### src/design/crs_params.svh
// Shared constants for the caller identification receive sequencer
`ifndef CRS_PARAMS_SVH
`define CRS_PARAMS_SVH
// Clock and time base
`define CRS_CLK_HZ 10000000
`define CRS_CYC_PER_MS (`CRS_CLK_HZ / 1000)
// Control select line codes
`define CRS_CS_POWER_DOWN_CTL 3'h0
`define CRS_CS_TONE_TR 3'h1
`define CRS_CS_TONE_HYB 3'h2
`define CRS_CS_FSK 3'h4
// Device timing in ms
`define CRS_GP_MS 10
`define CRS_DP_MS 1
`define CRS_GA_MS 15
`define CRS_DA_MS 1
`define CRS_CD_ON_MS 20
`define CRS_CD_OFF_MS 10
// Host timing in ms and limits
`define CRS_CD_TMO_MS 500
`define CRS_NOFSK_MS 500
`define CRS_MARKSPACE_MS 150
`define CRS_LOAD_HOLD_MS 100
`define CRS_FERR_MAX 5
// Host register byte addresses
`define CRS_A_CTRL 8'h00
`define CRS_A_STATUS 8'h04
`define CRS_A_CLEAR 8'h08
`define CRS_A_ENABLE 8'h0c
`define CRS_A_STATE 8'h10
// Control register fields
`define CRS_CTRL_START 0
`define CRS_CTRL_MODE_LO 1
`define CRS_CTRL_ADSI 3
`define CRS_CTRL_ABORT 4
// Status event bits
`define CRS_EV_CARRIER 0
`define CRS_EV_DONE 1
`define CRS_EV_CD_TMO 2
`define CRS_EV_FERR 3
`define CRS_EV_MARKSPACE 4
`define CRS_EV_NOFSK 5
`define CRS_EV_W 6
// Acknowledge digits
`define CRS_ACK_PLAIN 4'hd
`define CRS_ACK_ADSI 4'ha
`endif

### src/design/crs_pkg.sv
// Types for both ends of the receive sequencer, each used by one end
package crs_pkg;
  typedef enum logic [1:0] {
    MODE_RING, MODE_TONE_ONHOOK, MODE_OFFHOOK, MODE_RSVD
  } crs_mode_t;
  typedef enum {
    H_IDLE, H_RING_WAIT, H_TONE_WAIT, H_TONE_END, H_ACK,
    H_CD_WAIT, H_RECV, H_END_HOLD
  } crs_hstate_t;
  typedef struct packed {
    logic [2:0] pd_en_tone;
    logic hyb;
    logic [23:0] cd_cnt;
    logic [23:0] tone_cnt;
    logic carrier_n;
    logic tone_n;
    logic [1:0] ring_s;
    logic [1:0] fsk_s;
    logic [1:0] tone_s;
    logic [1:0] bit_s;
    logic [2:0] ferr_s;
    logic data;
    logic ferr;
  } crs_dev_t;
endpackage : crs_pkg

### src/design/crs_link_if.sv
// Pins between the receiver and the host controller
`timescale 1ns/1ps
`default_nettype none
interface crs_link_if;
  logic [2:0] control_select_lines;
  logic carrier_present_n;
  logic ready_or_tone_flag_n;
  logic fsk_data;
  logic frame_err;
  modport dev (input control_select_lines, output carrier_present_n,
    output ready_or_tone_flag_n, output fsk_data, output frame_err);
  modport host (output control_select_lines, input carrier_present_n,
    input ready_or_tone_flag_n, input fsk_data, input frame_err);
endinterface : crs_link_if
`default_nettype wire

### src/design/crs_host.sv
// Host end: sequences the receiver for one caller data session
//
// Implementation choices: the register addresses and the plain strobed port.
`timescale 1ns/1ps
`default_nettype none
`include "crs_params.svh"
// Operation
// - Receiver enables come from decoded select lines.
// - Ringing never raises carrier present.
// - Enable receiver only after ringing ends.
// - Power down after carrier present goes inactive.
// - Time out waiting for carrier present.
// - Leave FSK on carrier loss, errors, steady tone.
// - FSK mode only while data expected.
// - Off-hook: FSK right after acknowledge tone.
// - Acknowledge digit D, or A for ADSI.
// - No data off-hook: unmute, keypad on.
// - Recognition time is guard plus detect.
// - Absent time is guard plus detect.
// - Apply loads right after tone flag rises.
// - Remove loads 50-150ms after carrier ends.
// - Apply terminations right after ring ends.
// - Remove terminations, leave FSK at data end; this design holds terminations HOLD_CYC past data end.
module crs_host #(
  parameter int CD_TMO_CYC = `CRS_CD_TMO_MS * `CRS_CYC_PER_MS,
  parameter int NOFSK_CYC = `CRS_NOFSK_MS * `CRS_CYC_PER_MS,
  parameter int MS_CYC = `CRS_MARKSPACE_MS * `CRS_CYC_PER_MS,
  parameter int HOLD_CYC = `CRS_LOAD_HOLD_MS * `CRS_CYC_PER_MS
) (
  // Clock, reset, enable
  input wire logic clk_sys_in,
  input wire logic rst_in,
  input wire logic ce_in,
  // Link to the receiver
  crs_link_if.host link,
  // Software register port
  input wire logic [7:0] addr_in,
  input wire logic [31:0] wdata_in,
  input wire logic wr_in,
  input wire logic rd_in,
  output logic [31:0] rdata_out,
  output logic irq_out,
  // Telephone equipment
  input wire logic ring_active_in,
  input wire logic ack_done_in,
  output logic ack_req_out,
  output logic [3:0] ack_digit_out,
  output logic line_term_out,
  output logic mute_out,
  output logic keypad_en_out
);
  generate
    if (CD_TMO_CYC < 1 || NOFSK_CYC < 1 || MS_CYC < 1 || HOLD_CYC < 1 ||
        CD_TMO_CYC >= 2**24 || NOFSK_CYC >= 2**24 ||
        MS_CYC >= 2**24 || HOLD_CYC >= 2**24) begin : g_bad
      $error("crs_host timing parameters out of range");
    end
  endgenerate

  typedef struct packed {
    crs_pkg::crs_hstate_t fsm;
    crs_pkg::crs_mode_t mode;
    logic adsi;
    logic [2:0] cs;
    logic [23:0] tmr;
    logic [23:0] ms_cnt;
    logic [2:0] ferr_cnt;
    logic last_bit;
    logic [1:0] cd_s;
    logic [1:0] tf_s;
    logic [1:0] ring_s;
    logic [1:0] ackd_s;
    logic tf_old;
    logic [`CRS_EV_W-1:0] status;
    logic [`CRS_EV_W-1:0] enable;
    logic [31:0] rdata;
    logic ack_req;
    logic [3:0] ack_digit;
    logic term;
    logic mute;
  } crs_host_t;

  crs_host_t st_reg, st_next;
  logic [`CRS_EV_W-1:0] ev;
  logic tf_rise;
  logic ms_hit;

  always_comb begin
    st_next = st_reg;
    ev = '0;
    // Carrier, tone flag and equipment pins pass two flops; fsk_data and frame_err are used directly
    st_next.cd_s = {st_reg.cd_s[0], link.carrier_present_n};
    st_next.tf_s = {st_reg.tf_s[0], link.ready_or_tone_flag_n};
    st_next.ring_s = {st_reg.ring_s[0], ring_active_in};
    st_next.ackd_s = {st_reg.ackd_s[0], ack_done_in};
    st_next.tf_old = st_reg.tf_s[1];
    tf_rise = st_reg.tf_s[1] && !st_reg.tf_old;
    st_next.tmr = st_reg.tmr + 24'h1;
    ms_hit = 1'b0;
    case (st_reg.fsm)
      crs_pkg::H_IDLE: begin
        st_next.cs = `CRS_CS_POWER_DOWN_CTL;
        st_next.term = 1'b0;
        if (wr_in && addr_in == `CRS_A_CTRL &&
            wdata_in[`CRS_CTRL_START]) begin
          st_next.mode = crs_pkg::crs_mode_t'(
            wdata_in[`CRS_CTRL_MODE_LO +: 2]);
          st_next.adsi = wdata_in[`CRS_CTRL_ADSI];
          st_next.tmr = '0;
          case (wdata_in[`CRS_CTRL_MODE_LO +: 2])
            2'h0: st_next.fsm = crs_pkg::H_RING_WAIT;
            2'h1: begin
              st_next.fsm = crs_pkg::H_TONE_WAIT;
              st_next.cs = `CRS_CS_TONE_TR;
            end
            2'h2: begin
              st_next.fsm = crs_pkg::H_TONE_WAIT;
              st_next.cs = `CRS_CS_TONE_HYB;
              st_next.mute = 1'b1;
            end
            default: st_next.fsm = crs_pkg::H_IDLE;
          endcase
        end
      end
      crs_pkg::H_RING_WAIT: begin
        // Receiver stays down through ringing to save battery
        if (!st_reg.ring_s[1]) begin
          st_next.term = 1'b1;
          st_next.cs = `CRS_CS_FSK;
          st_next.tmr = '0;
          st_next.fsm = crs_pkg::H_CD_WAIT;
        end
      end
      crs_pkg::H_TONE_WAIT: begin
        if (!st_reg.tf_s[1]) begin
          st_next.fsm = crs_pkg::H_TONE_END;
        end
      end
      crs_pkg::H_TONE_END: begin
        if (tf_rise) begin
          st_next.tmr = '0;
          if (st_reg.mode == crs_pkg::MODE_OFFHOOK) begin
            st_next.cs = `CRS_CS_POWER_DOWN_CTL;
            st_next.ack_req = 1'b1;
            st_next.ack_digit = st_reg.adsi ? `CRS_ACK_ADSI
                                            : `CRS_ACK_PLAIN;
            st_next.fsm = crs_pkg::H_ACK;
          end else begin
            st_next.term = 1'b1;
            st_next.cs = `CRS_CS_FSK;
            st_next.fsm = crs_pkg::H_CD_WAIT;
          end
        end
      end
      crs_pkg::H_ACK: begin
        if (st_reg.ackd_s[1]) begin
          st_next.ack_req = 1'b0;
          st_next.cs = `CRS_CS_FSK;
          st_next.tmr = '0;
          st_next.fsm = crs_pkg::H_CD_WAIT;
        end
      end
      crs_pkg::H_CD_WAIT: begin
        st_next.ferr_cnt = '0;
        st_next.ms_cnt = '0;
        st_next.last_bit = link.fsk_data;
        if (!st_reg.cd_s[1]) begin
          ev[`CRS_EV_CARRIER] = 1'b1;
          st_next.fsm = crs_pkg::H_RECV;
        end else if (st_reg.mode == crs_pkg::MODE_OFFHOOK &&
                     st_reg.tmr >= 24'(NOFSK_CYC - 1)) begin
          ev[`CRS_EV_NOFSK] = 1'b1;
          st_next.mute = 1'b0;
          st_next.cs = `CRS_CS_POWER_DOWN_CTL;
          st_next.fsm = crs_pkg::H_IDLE;
        end else if (st_reg.mode != crs_pkg::MODE_OFFHOOK &&
                     st_reg.tmr >= 24'(CD_TMO_CYC - 1)) begin
          ev[`CRS_EV_CD_TMO] = 1'b1;
          st_next.cs = `CRS_CS_POWER_DOWN_CTL;
          st_next.term = 1'b0;
          st_next.fsm = crs_pkg::H_IDLE;
        end
      end
      crs_pkg::H_RECV: begin
        // Steady mark or space measured on our own timer
        st_next.last_bit = link.fsk_data;
        if (link.fsk_data != st_reg.last_bit) begin
          st_next.ms_cnt = '0;
        end else begin
          st_next.ms_cnt = st_reg.ms_cnt + 24'h1;
        end
        ms_hit = st_reg.ms_cnt >= 24'(MS_CYC - 1);
        // Errors need not be consecutive, so nothing in H_RECV clears the count
        if (link.frame_err) begin
          st_next.ferr_cnt = st_reg.ferr_cnt + 3'h1;
        end
        ev[`CRS_EV_FERR] = st_next.ferr_cnt >= 3'(`CRS_FERR_MAX);
        ev[`CRS_EV_MARKSPACE] = ms_hit;
        if (st_reg.cd_s[1] || ev[`CRS_EV_FERR] || ms_hit) begin
          st_next.cs = `CRS_CS_POWER_DOWN_CTL;
          st_next.tmr = '0;
          st_next.fsm = crs_pkg::H_END_HOLD;
        end
      end
      crs_pkg::H_END_HOLD: begin
        if (st_reg.tmr >= 24'(HOLD_CYC - 1)) begin
          st_next.term = 1'b0;
          st_next.mute = 1'b0;
          ev[`CRS_EV_DONE] = 1'b1;
          st_next.fsm = crs_pkg::H_IDLE;
        end
      end
      default: st_next.fsm = crs_pkg::H_IDLE;
    endcase
    // Abort wins over any session step
    if (wr_in && addr_in == `CRS_A_CTRL && wdata_in[`CRS_CTRL_ABORT]) begin
      st_next.fsm = crs_pkg::H_IDLE;
      st_next.cs = `CRS_CS_POWER_DOWN_CTL;
      st_next.term = 1'b0;
      st_next.mute = 1'b0;
      st_next.ack_req = 1'b0;
    end
    // Register writes; a new event beats a clear in the same cycle
    if (wr_in && addr_in == `CRS_A_ENABLE) begin
      st_next.enable = wdata_in[`CRS_EV_W-1:0];
    end
    if (wr_in && addr_in == `CRS_A_CLEAR) begin
      st_next.status = st_reg.status & ~wdata_in[`CRS_EV_W-1:0];
    end
    st_next.status = st_next.status | ev;
    // Read data stands in the following cycle only
    st_next.rdata = '0;
    if (rd_in) begin
      case (addr_in)
        `CRS_A_CTRL: st_next.rdata = {28'h0, st_reg.adsi, st_reg.mode, 1'b0};
        `CRS_A_STATUS: st_next.rdata = {26'h0, st_reg.status};
        `CRS_A_ENABLE: st_next.rdata = {26'h0, st_reg.enable};
        `CRS_A_STATE: st_next.rdata = {20'h0, st_reg.ferr_cnt,
          st_reg.term, st_reg.mute, st_reg.cs, 4'(st_reg.fsm)};
        default: st_next.rdata = '0;
      endcase
    end
  end

  // State register
  always_ff @(posedge clk_sys_in) begin
    if (rst_in) begin
      st_reg <= '{fsm: crs_pkg::H_IDLE, mode: crs_pkg::MODE_RING,
                  cs: `CRS_CS_POWER_DOWN_CTL, cd_s: 2'h3, tf_s: 2'h3,
                  tf_old: 1'b1, last_bit: 1'b1, default: '0};
    end else if (ce_in) begin
      st_reg <= st_next;
    end
  end

  assign link.control_select_lines = st_reg.cs;
  assign rdata_out = st_reg.rdata;
  assign irq_out = |(st_reg.status & st_reg.enable);
  assign ack_req_out = st_reg.ack_req;
  assign ack_digit_out = st_reg.ack_digit;
  assign line_term_out = st_reg.term;
  assign mute_out = st_reg.mute;
  assign keypad_en_out = !st_reg.mute;
endmodule : crs_host
`default_nettype wire

### src/flat_wrapper.sv
// flat-port wrapper written by rule: the top's interface ports become plain ports
module crs_host_flat 
#(
  parameter int CD_TMO_CYC = `CRS_CD_TMO_MS * `CRS_CYC_PER_MS,
  parameter int NOFSK_CYC = `CRS_NOFSK_MS * `CRS_CYC_PER_MS,
  parameter int MS_CYC = `CRS_MARKSPACE_MS * `CRS_CYC_PER_MS,
  parameter int HOLD_CYC = `CRS_LOAD_HOLD_MS * `CRS_CYC_PER_MS
)
  (clk_sys_in, rst_in, ce_in, addr_in, wdata_in, wr_in, rd_in, rdata_out, irq_out, ring_active_in, ack_done_in, ack_req_out, ack_digit_out, line_term_out, mute_out, keypad_en_out, link_control_select_lines, link_carrier_present_n, link_ready_or_tone_flag_n, link_fsk_data, link_frame_err);
  crs_link_if link_i ();
  input wire logic clk_sys_in;
  input wire logic rst_in;
  input wire logic ce_in;
  input wire logic [7:0] addr_in;
  input wire logic [31:0] wdata_in;
  input wire logic wr_in;
  input wire logic rd_in;
  output logic [31:0] rdata_out;
  output logic irq_out;
  input wire logic ring_active_in;
  input wire logic ack_done_in;
  output logic ack_req_out;
  output logic [3:0] ack_digit_out;
  output logic line_term_out;
  output logic mute_out;
  output logic keypad_en_out;
  output wire logic [$bits(link_i.control_select_lines)-1:0] link_control_select_lines;
  input wire logic [$bits(link_i.carrier_present_n)-1:0] link_carrier_present_n;
  input wire logic [$bits(link_i.ready_or_tone_flag_n)-1:0] link_ready_or_tone_flag_n;
  input wire logic [$bits(link_i.fsk_data)-1:0] link_fsk_data;
  input wire logic [$bits(link_i.frame_err)-1:0] link_frame_err;
  assign link_control_select_lines = link_i.control_select_lines;
  assign link_i.carrier_present_n = link_carrier_present_n;
  assign link_i.ready_or_tone_flag_n = link_ready_or_tone_flag_n;
  assign link_i.fsk_data = link_fsk_data;
  assign link_i.frame_err = link_frame_err;
  crs_host #(.CD_TMO_CYC(CD_TMO_CYC), .NOFSK_CYC(NOFSK_CYC), .MS_CYC(MS_CYC), .HOLD_CYC(HOLD_CYC)) u_core (.clk_sys_in(clk_sys_in), .rst_in(rst_in), .ce_in(ce_in), .link(link_i), .addr_in(addr_in), .wdata_in(wdata_in), .wr_in(wr_in), .rd_in(rd_in), .rdata_out(rdata_out), .irq_out(irq_out), .ring_active_in(ring_active_in), .ack_done_in(ack_done_in), .ack_req_out(ack_req_out), .ack_digit_out(ack_digit_out), .line_term_out(line_term_out), .mute_out(mute_out), .keypad_en_out(keypad_en_out));
endmodule
### config.mk
export PLATFORM = sky130hd
export DESIGN_NAME = crs_host_flat
export DESIGN_NICKNAME = d
export VERILOG_FILES = /design/src/design/crs_pkg.sv /design/src/design/crs_link_if.sv /design/src/design/crs_host.sv /design/src/flat_wrapper.sv
export VERILOG_INCLUDE_DIRS = /design/src /design/src/design
export SDC_FILE = /design/constraint.sdc
export NUM_CORES = 1
export LEC_CHECK = 0
export BUFFER_PORTS_ARGS = -buffer_cell sky130_fd_sc_hd__buf_2
export CORE_MARGIN = 1
export CORE_UTILIZATION = 30
export DETAILED_ROUTE_END_ITERATION = 8
export SLEW_MARGIN = 10
export SYNTH_ARGS = -nofsm -noshare
export SYNTH_HDL_FRONTEND = slang
export SYNTH_SLANG_ARGS = --single-unit
### constraint.sdc
create_clock -name clk_sys_in -period 2.1 [get_ports clk_sys_in]
set_input_delay 0.21 -clock clk_sys_in [delete_from_list [all_inputs] [get_ports clk_sys_in]]
set_output_delay 0.21 -clock clk_sys_in [all_outputs]
set_load 0.03 [all_outputs]
==> impl_metrics.tcl, run 1 <==
set metrics [dict create \
    cts_inserted_buffers 9 \
    drcViolationCount 0 \
    antenna_found_initial 0 \
    boundaryPins 95 \
    synth_cell_type_count 69 \
    cp_top_family "simple AND/OR/NAND/NOR gates" \
    clockBufferDepth 2 \
    track_usage 0.156 \
    nets 826 \
    tritoncts "yes" \
    firstDrtPassIters 7 \
    clkSlewWorstSetupHoldPaths_ns 0.07 \
    slew_violations 0 \
    critical_path_arrival_ns 2.41 \
    layout_setup_ws_ns -0.0611 \
    fin_area_um2 6730 \
    critPathRequiredTime_ns 2.35 \
    grt_max_degree 36 \
    async_flop_share 0 \
    routed_wl_mm 14.2 \
    status "complete, but fails checks" \
    largest_reg_flops 74 \
    path_cells "or3_4 -> o41ai_4 -> nand2_2 -> o311a_4 -> or4_4 -> o311ai_2" \
    die_w_um 137 \
    crit_buf_inv 0 \
    ant_nets 0 \
    critical_path_class "flip-flop to flip-flop" \
    wl_per_cell_um 14.3 \
    hold_violations 0 \
    drive_gt1_frac 0.251 \
    viasPerCell 5.04 \
    rsz0062_at_grt "yes" \
    vias 5031 \
    io_buffers 48 \
    clk_latency_ns 0.35 \
    end_kind "flip-flop" \
    core_area_um2 17500 \
    num_rows 48 \
    synth_flop_cell "dfxtp_1" \
    max_cap_violations 0 \
    syn_avg_cell_area_um2 8.11 \
    grt_overflow 0 \
    die_h_um 137 \
    syn_to_final_growth_pct 24.0 \
    ys_seq_elements 100 \
    hold_path.class "primary input to flip-flop" \
    critPathMaxFanout 3 \
    post_dp_cell_area_um2 6300 \
    ys_seq_area_frac 0.368 \
    violations "negative setup slack" \
    leakage_nw 2.63 \
    timing.final.crit_share 1.03 \
    max-vdd-ir-drop_mv 0.457 \
    synth_area_um2 5430 \
    grt_pass1_vias 4664 \
    finalClockSkew_ns 0.00701 \
    yosys_warnings 0 \
    drt_iter0_drc 352 \
    start_util 0.311 \
    period_minus_slack_ns 2.16 \
    crit_slowest_cell "or4_4" \
    grt_first_pass_wirelength_mm 22.8 \
    clkSinkCount 100 \
    powerDensity_nw_per_um2 677 \
    htreeDepth 3 \
    finalSetupTns_ns -0.0888 \
    finalSetupViolCount 2 \
    fmax_mhz 463 \
    dieArea_um2 18700 \
    critPathMaxStageDelay_ns 0.44 \
    synth_edf_count 0 \
    gp_congestion 0.883 \
    critPathLaunchType "flip-flop" \
    cts_root_buffer "clkbuf_16" \
    syn_inst 670 \
    dp_hpwl_mm 10.3 \
    fill_cells 1762 \
    antenna_cells 0 \
]
## synthesized netlist by cell type, types with 2 or more instances
| cell | n | share of area |
|---|---|---|
| o21bai_1 | 2 | 0.0028 |
| a21oi_1 | 38 | 0.035 |
| mux2i_1 | 17 | 0.031 |
| o21ai_0 | 14 | 0.013 |
| xor2_1 | 20 | 0.032 |
| nand3_1 | 20 | 0.018 |
| nor2b_1 | 5 | 0.0058 |
| nor4_1 | 9 | 0.010 |
| buf_2 | 2 | 0.0018 |
| a222oi_1 | 4 | 0.0074 |
| nor4_2 | 2 | 0.0046 |
| a211oi_1 | 4 | 0.0055 |
| a32oi_1 | 5 | 0.0081 |
| or4_4 | 3 | 0.0062 |
| buf_1 | 2 | 0.0014 |
| nand4_1 | 23 | 0.026 |
| xnor2_1 | 15 | 0.024 |
| and3_1 | 15 | 0.017 |
| and2_1 | 7 | 0.0081 |
| a311oi_1 | 2 | 0.0032 |
| nor3b_1 | 3 | 0.0041 |
| buf_4 | 40 | 0.055 |
| a211o_1 | 5 | 0.0081 |
| nor3_1 | 19 | 0.018 |
| mux2_2 | 3 | 0.0062 |
| a22oi_1 | 13 | 0.018 |
| or3_1 | 5 | 0.0058 |
| o32ai_1 | 3 | 0.0048 |
| o211ai_1 | 3 | 0.0041 |
| dfxtp_1 | 100 | 0.37 |
| nand3b_1 | 3 | 0.0041 |
| inv_1 | 10 | 0.0069 |
| nor2_1 | 106 | 0.073 |
| and4_1 | 2 | 0.0032 |
| nand2b_1 | 10 | 0.012 |
| nand4b_1 | 4 | 0.0064 |
| a31oi_1 | 5 | 0.0058 |
| clkbuf_1 | 25 | 0.017 |
| nand2_1 | 63 | 0.044 |
| ha_1 | 6 | 0.014 |
| a21o_1 | 4 | 0.0055 |
| o311ai_1 | 2 | 0.0032 |
## timing repair
item | in CTS | in global routing
setup buffers | 1 | 3
hold buffers | 0 | 0
pin swaps | 1 | 3
resized for setup | 4 | 21
setup endpoints to repair | 10 | 38
## worst reg2reg max path, stage by stage (launching register included)
cell and delay, ns:
dfxtp_2 0.32, or3_4 0.41, o41ai_4 0.37, nand2_2 0.11, o311a_4 0.31, or4_4 0.44, o311ai_2 0.10
## final timing paths
| path | from | to | slack [ns] | depth (start not counted) |
|---|---|---|---|---|
| worst max register to register | u_core.st_reg[109] | u_core.st_reg[118] | -0.06 | 6 |
| worst min register to register | u_core.rdata_out[3] | u_core.rdata_out[3] | 0.46 | 2 |
| worst min-delay path | link_ready_or_tone_flag_n | u_core.st_next[57] | 0.08 | 2 |
| worst max-delay path | u_core.st_reg[109] | u_core.st_reg[118] | -0.06 | 6 |
## metrics by stage
stage          cells  power, W  worst slack [ns]  hold WS [ns]  utilization
2_1_floorplan    689   0.00255           -0.0260         0.328            -
3_3_place_gp     979   0.00287           -0.0669         0.440        0.360
3_5_place_dp     979   0.00288            -0.133         0.450        0.360
4_1_cts          995   0.00457           -0.0577        0.0860        0.379
5_1_grt          998   0.00475            -0.151        0.0896        0.385
6_report         998   0.00456           -0.0611        0.0815        0.385
## cells in the final DEF, fill, tap and decap left out, types with 5 or more instances in the layout
master / n
a32oi_1: 5
xnor2_1: 15
nor3_1: 17
mux2i_1: 17
o21ai_0: 14
nor4_1: 6
a22oi_1: 13
nand2b_1: 10
and3_1: 14
nand3_1: 19
conb_1: 20
dfxtp_1: 94
inv_1: 10
nand4_1: 23
buf_4: 87
nor2_1: 104
nor2b_1: 5
buf_2: 48
nand2_1: 62
a21oi_1: 38
ha_1: 5
dfxtp_2: 6
and2_1: 7
xor2_1: 20
a211o_1: 5
clkbuf_16: 9
## power by group
group          internal (W)  switching [W]  leakage [nW]
sequential          0.00194      0.0000619         0.810
clock              0.000944       0.000736         0.144
combinational      0.000403       0.000479          1.67
total               0.00328        0.00128          2.63
## metal layers
layer  wire length, um  part of all wire  vias to the layer above  track usage
met2              6630              0.47                      147        0.249
li1                  -                 -                     2524            -
met4               289             0.020                        0       0.0654
met5                 0                 0                        -            0
met1              6630              0.47                     2338        0.207
met3               686             0.048                       22       0.0267
## logic make-up (layout without fill, tap and decap cells)
| logic type | Yosys count | count (layout) | share of synthesized area |
|---|---|---|---|
| simple gates | 307 | 307 | 0.279 |
| compound gates | 122 | 122 | 0.162 |
| flops | 100 | 100 | 0.368 |
| buf+inv | 79 | 163 | 0.0827 |
| xor+xnor | 35 | 35 | 0.0564 |
| mux | 20 | 20 | 0.0375 |
| fa+ha+maj | 6 | 6 | 0.0138 |
| other cells | 1 | 20 | 0.000690 |
## cell type report
type,instances,area (um2),share of cell area
multi-input cells,510,3160,0.469
repair buffers,138,953,0.142
inverters,10,37.5,0.00557
clock buffers,10,239,0.0355
clock inverters,5,52.6,0.00780
flip-flops and latches,100,2010,0.298
well taps,225,282,0.0418
No activity file was read; power rests on OpenSTA's default activity.
==> run 2, diff against run 1 <==
--- a/config.mk
+++ b/config.mk
@@ -6,10 +6,13 @@
 export SDC_FILE = /design/constraint.sdc
 export NUM_CORES = 1
 export LEC_CHECK = 0
+export ABC_AREA = 1
 export BUFFER_PORTS_ARGS = -buffer_cell sky130_fd_sc_hd__buf_2
+export CAP_MARGIN = 20
 export CORE_MARGIN = 1
 export CORE_UTILIZATION = 30
 export DETAILED_ROUTE_END_ITERATION = 8
+export SETUP_SLACK_MARGIN = 0.4
 export SLEW_MARGIN = 10
 export SYNTH_ARGS = -nofsm -noshare
 export SYNTH_HDL_FRONTEND = slang
==> impl_metrics.tcl, run 2 <==
set metrics [dict create \
    status "finished, final reports clean" \
    die_w_um 141 \
    finalClockSkew_ns 0.0106 \
    syn_to_final_growth_pct 26.0 \
    slew_violations 0 \
    internal_power_w 0.00337 \
    dp_slack_ns 0.112 \
    clk_latency_ns 0.36 \
    grt_util_met1 0.205 \
    end_kind "flip-flop" \
    clkSinkCount 100 \
    synth_common_cells "nand2_1, nor2_1, dfxtp_1, inv_1, a21oi_1" \
    boundaryPins 95 \
    viasPerCell 4.74 \
    synth_area_leaders "dfxtp_1, nand2_1, nor2_1" \
    whs_path_depth 3 \
    ys_seq_area_frac 0.346 \
    top_usage_layer "met2" \
    grt_max_degree 40 \
    critPathRequiredTime_ns 2.36 \
    drcViolationCount 0 \
    cts_root_buffer "clkbuf_16" \
    r2r_cells 11 \
    fin_area_um2 7290 \
    max-vdd-ir-drop_mv 0.403 \
    whs_ns 0.0789 \
    syn_inst 880 \
    grt_first_pass_wirelength_mm 25.2 \
    syn_avg_cell_area_um2 6.58 \
    vias 5765 \
    firstDrtPassIters 5 \
    dieArea_um2 19900 \
    period_minus_slack_ns 1.82 \
    post-synth-top-count-cell "nand2_1" \
    drive_gt1_frac 0.263 \
    finalSetupTns_ns 0 \
    tritoncts "yes" \
    num_rows 50 \
    rsz0062_at_grt "yes" \
    ys_seq_elements 100 \
    drt_iter0_drc 319 \
    critical_path_arrival_ns 2.08 \
    gp_congestion 0.892 \
    wl_per_cell_um 13.1 \
    antenna_cells 0 \
    critPathMaxFanout 5 \
    critPathLaunchType "flip-flop" \
    pwr-share-clk 0.331 \
    total_power_w 0.00504 \
    synth_flop_cell "dfxtp_1" \
    min_from "link_carrier_present_n" \
    reg2reg_to "u_core.st_reg[90]" \
    timing.final.crit_share 0.868 \
    met3_usage 0.0374 \
    post_dp_cell_area_um2 6200 \
    finalSetupViolCount 0 \
    synth_area_um2 5790 \
    synth_cell_type_count 50 \
    yosys_warnings 0 \
    synth_top_area_share 0.346 \
    critical_path_class "flip-flop to flip-flop" \
    grt_pass1_vias 5264 \
    min_to "u_core.st_next[59]" \
    async_flop_share 0 \
    clkSlewWorstSetupHoldPaths_ns 0.08 \
    dp_hpwl_mm 10.7 \
    grt_overflow 0 \
    hold_path.class "primary input to flip-flop" \
    layout_setup_ws_ns 0.277 \
    pwr-share-seq 0.410 \
    r2r-start "u_core.st_reg[119]" \
    htreeDepth 3 \
    routed_wl_mm 15.9 \
    antenna_found_initial 0 \
    die_h_um 141 \
    p_sw_w 0.00167 \
    p_comb_frac 0.259 \
    cts_inserted_buffers 9 \
    final_cell_mix "nand2_1, nor2_1, dfxtp_1, inv_1, a21oi_1" \
    powerDensity_nw_per_um2 690 \
    io_buffers 48 \
    clockBufferDepth 2 \
    synth_top_area_cell "dfxtp_1" \
    fmax_mhz 548 \
    track_usage 0.159 \
    leakage_nw 3.06 \
    ant_nets 0 \
    holdBufCountCts 0 \
    largest_reg_flops 74 \
    final_common_cell "nand2_1" \
    synth_edf_count 0 \
    nets 1008 \
    reg2reg_setup_slack_ns 0.28 \
    max_cap_violations 0 \
    core_area_um2 18800 \
    switching_share 0.331 \
    start_util 0.307 \
    gr-usage-met2 0.262 \
    hold_violations 0 \
]
-- run 2: final cells by class --
class | count | area, um2
Clock buffer | 10 | 239
Clock inverter | 6 | 56.3
Fill cell | 1981 | 11500
Inverter | 101 | 402
Multi-Input combinational cell | 636 | 3500
Sequential cell | 100 | 2030
Tap cell | 260 | 325
Timing Repair Buffer | 103 | 742
-- run 2: worst max path at each step --
| stage | startpoint | endpoint | slack (ns) |
|---|---|---|---|
| after floorplan | u_core.st_reg[88] | u_core.st_reg[110] | 0.45 |
| after global placement | u_core.st_reg[61] | u_core.link.control_select_lines[2] | 0.13 |
| after CTS | u_core.st_reg[64] | u_core.st_reg[111] | 0.30 |
| after detailed placement | u_core.st_reg[88] | u_core.link.control_select_lines[2] | 0.11 |
| after global routing | u_core.st_reg[86] | u_core.st_reg[90] | 0.18 |
| final | u_core.st_reg[119] | u_core.st_reg[90] | 0.28 |
-- run 2: power groups by stage --
stage | registers, W | logic, W | clock network (W)
after CTS | 0.00205 | 0.00106 | 0.00173
final | 0.00206 | 0.00131 | 0.00167
after global routing | 0.00207 | 0.00142 | 0.00180
after detailed placement | 0.00208 | 0.000916 | 0
after global placement | 0.00208 | 0.000914 | 0
after floorplan | 0.00206 | 0.000700 | 0
-- run 2: logic make-up (layout without fill, tap and decap cells) --
family / count (synthesis) / after routing / share of synthesized area
XOR/XNOR: 20 / 20 / 0.0303
flip-flops: 100 / 100 / 0.346
adder cells (fa/ha/maj): 6 / 6 / 0.0130
other: 1 / 20 / 0.000648
buffers and inverters: 163 / 220 / 0.134
AO/OA/AOI/OAI: 124 / 124 / 0.120
AND/OR/NAND/NOR: 466 / 466 / 0.357
-- run 2: layer usage --
layer / vias to the layer above / part of all wire / wire length (um)
met1: 2651 / 0.46 / 7280
met5: - / 0 / 0
met2: 155 / 0.48 / 7560
met4: 0 / 0.015 / 242
li1: 2936 / - / -
met3: 23 / 0.050 / 793
-- run 2: what timing repair did --
item | CTS | global route
pin swaps | 17 | 25
resized for setup | 50 | 84
setup endpoints to repair | 51 | 58
buffers inserted | 23 | 9
gates cloned | 1 | 1
-- run 2: worst max-delay path, stage by stage (launching register included) --
cell and delay [ns]:
dfxtp_4 0.36, buf_6 0.13, nand2_4 0.06, nor2_2 0.04, inv_2 0.07, nor2_1 0.07
nor3_2 0.22, nand4_1 0.21, o21ai_2 0.21, buf_6 0.15, clkbuf_16 0.15, nor2_1 0.04
-- run 2: metrics by stage --
| step | cells | utilization |
|---|---|---|
| after CTS | 1206 | 0.364 |
| after detailed placement | 1166 | 0.329 |
| final | 1216 | 0.387 |
| after global routing | 1216 | 0.387 |
| after floorplan | 899 | - |
| after global placement | 1166 | 0.329 |
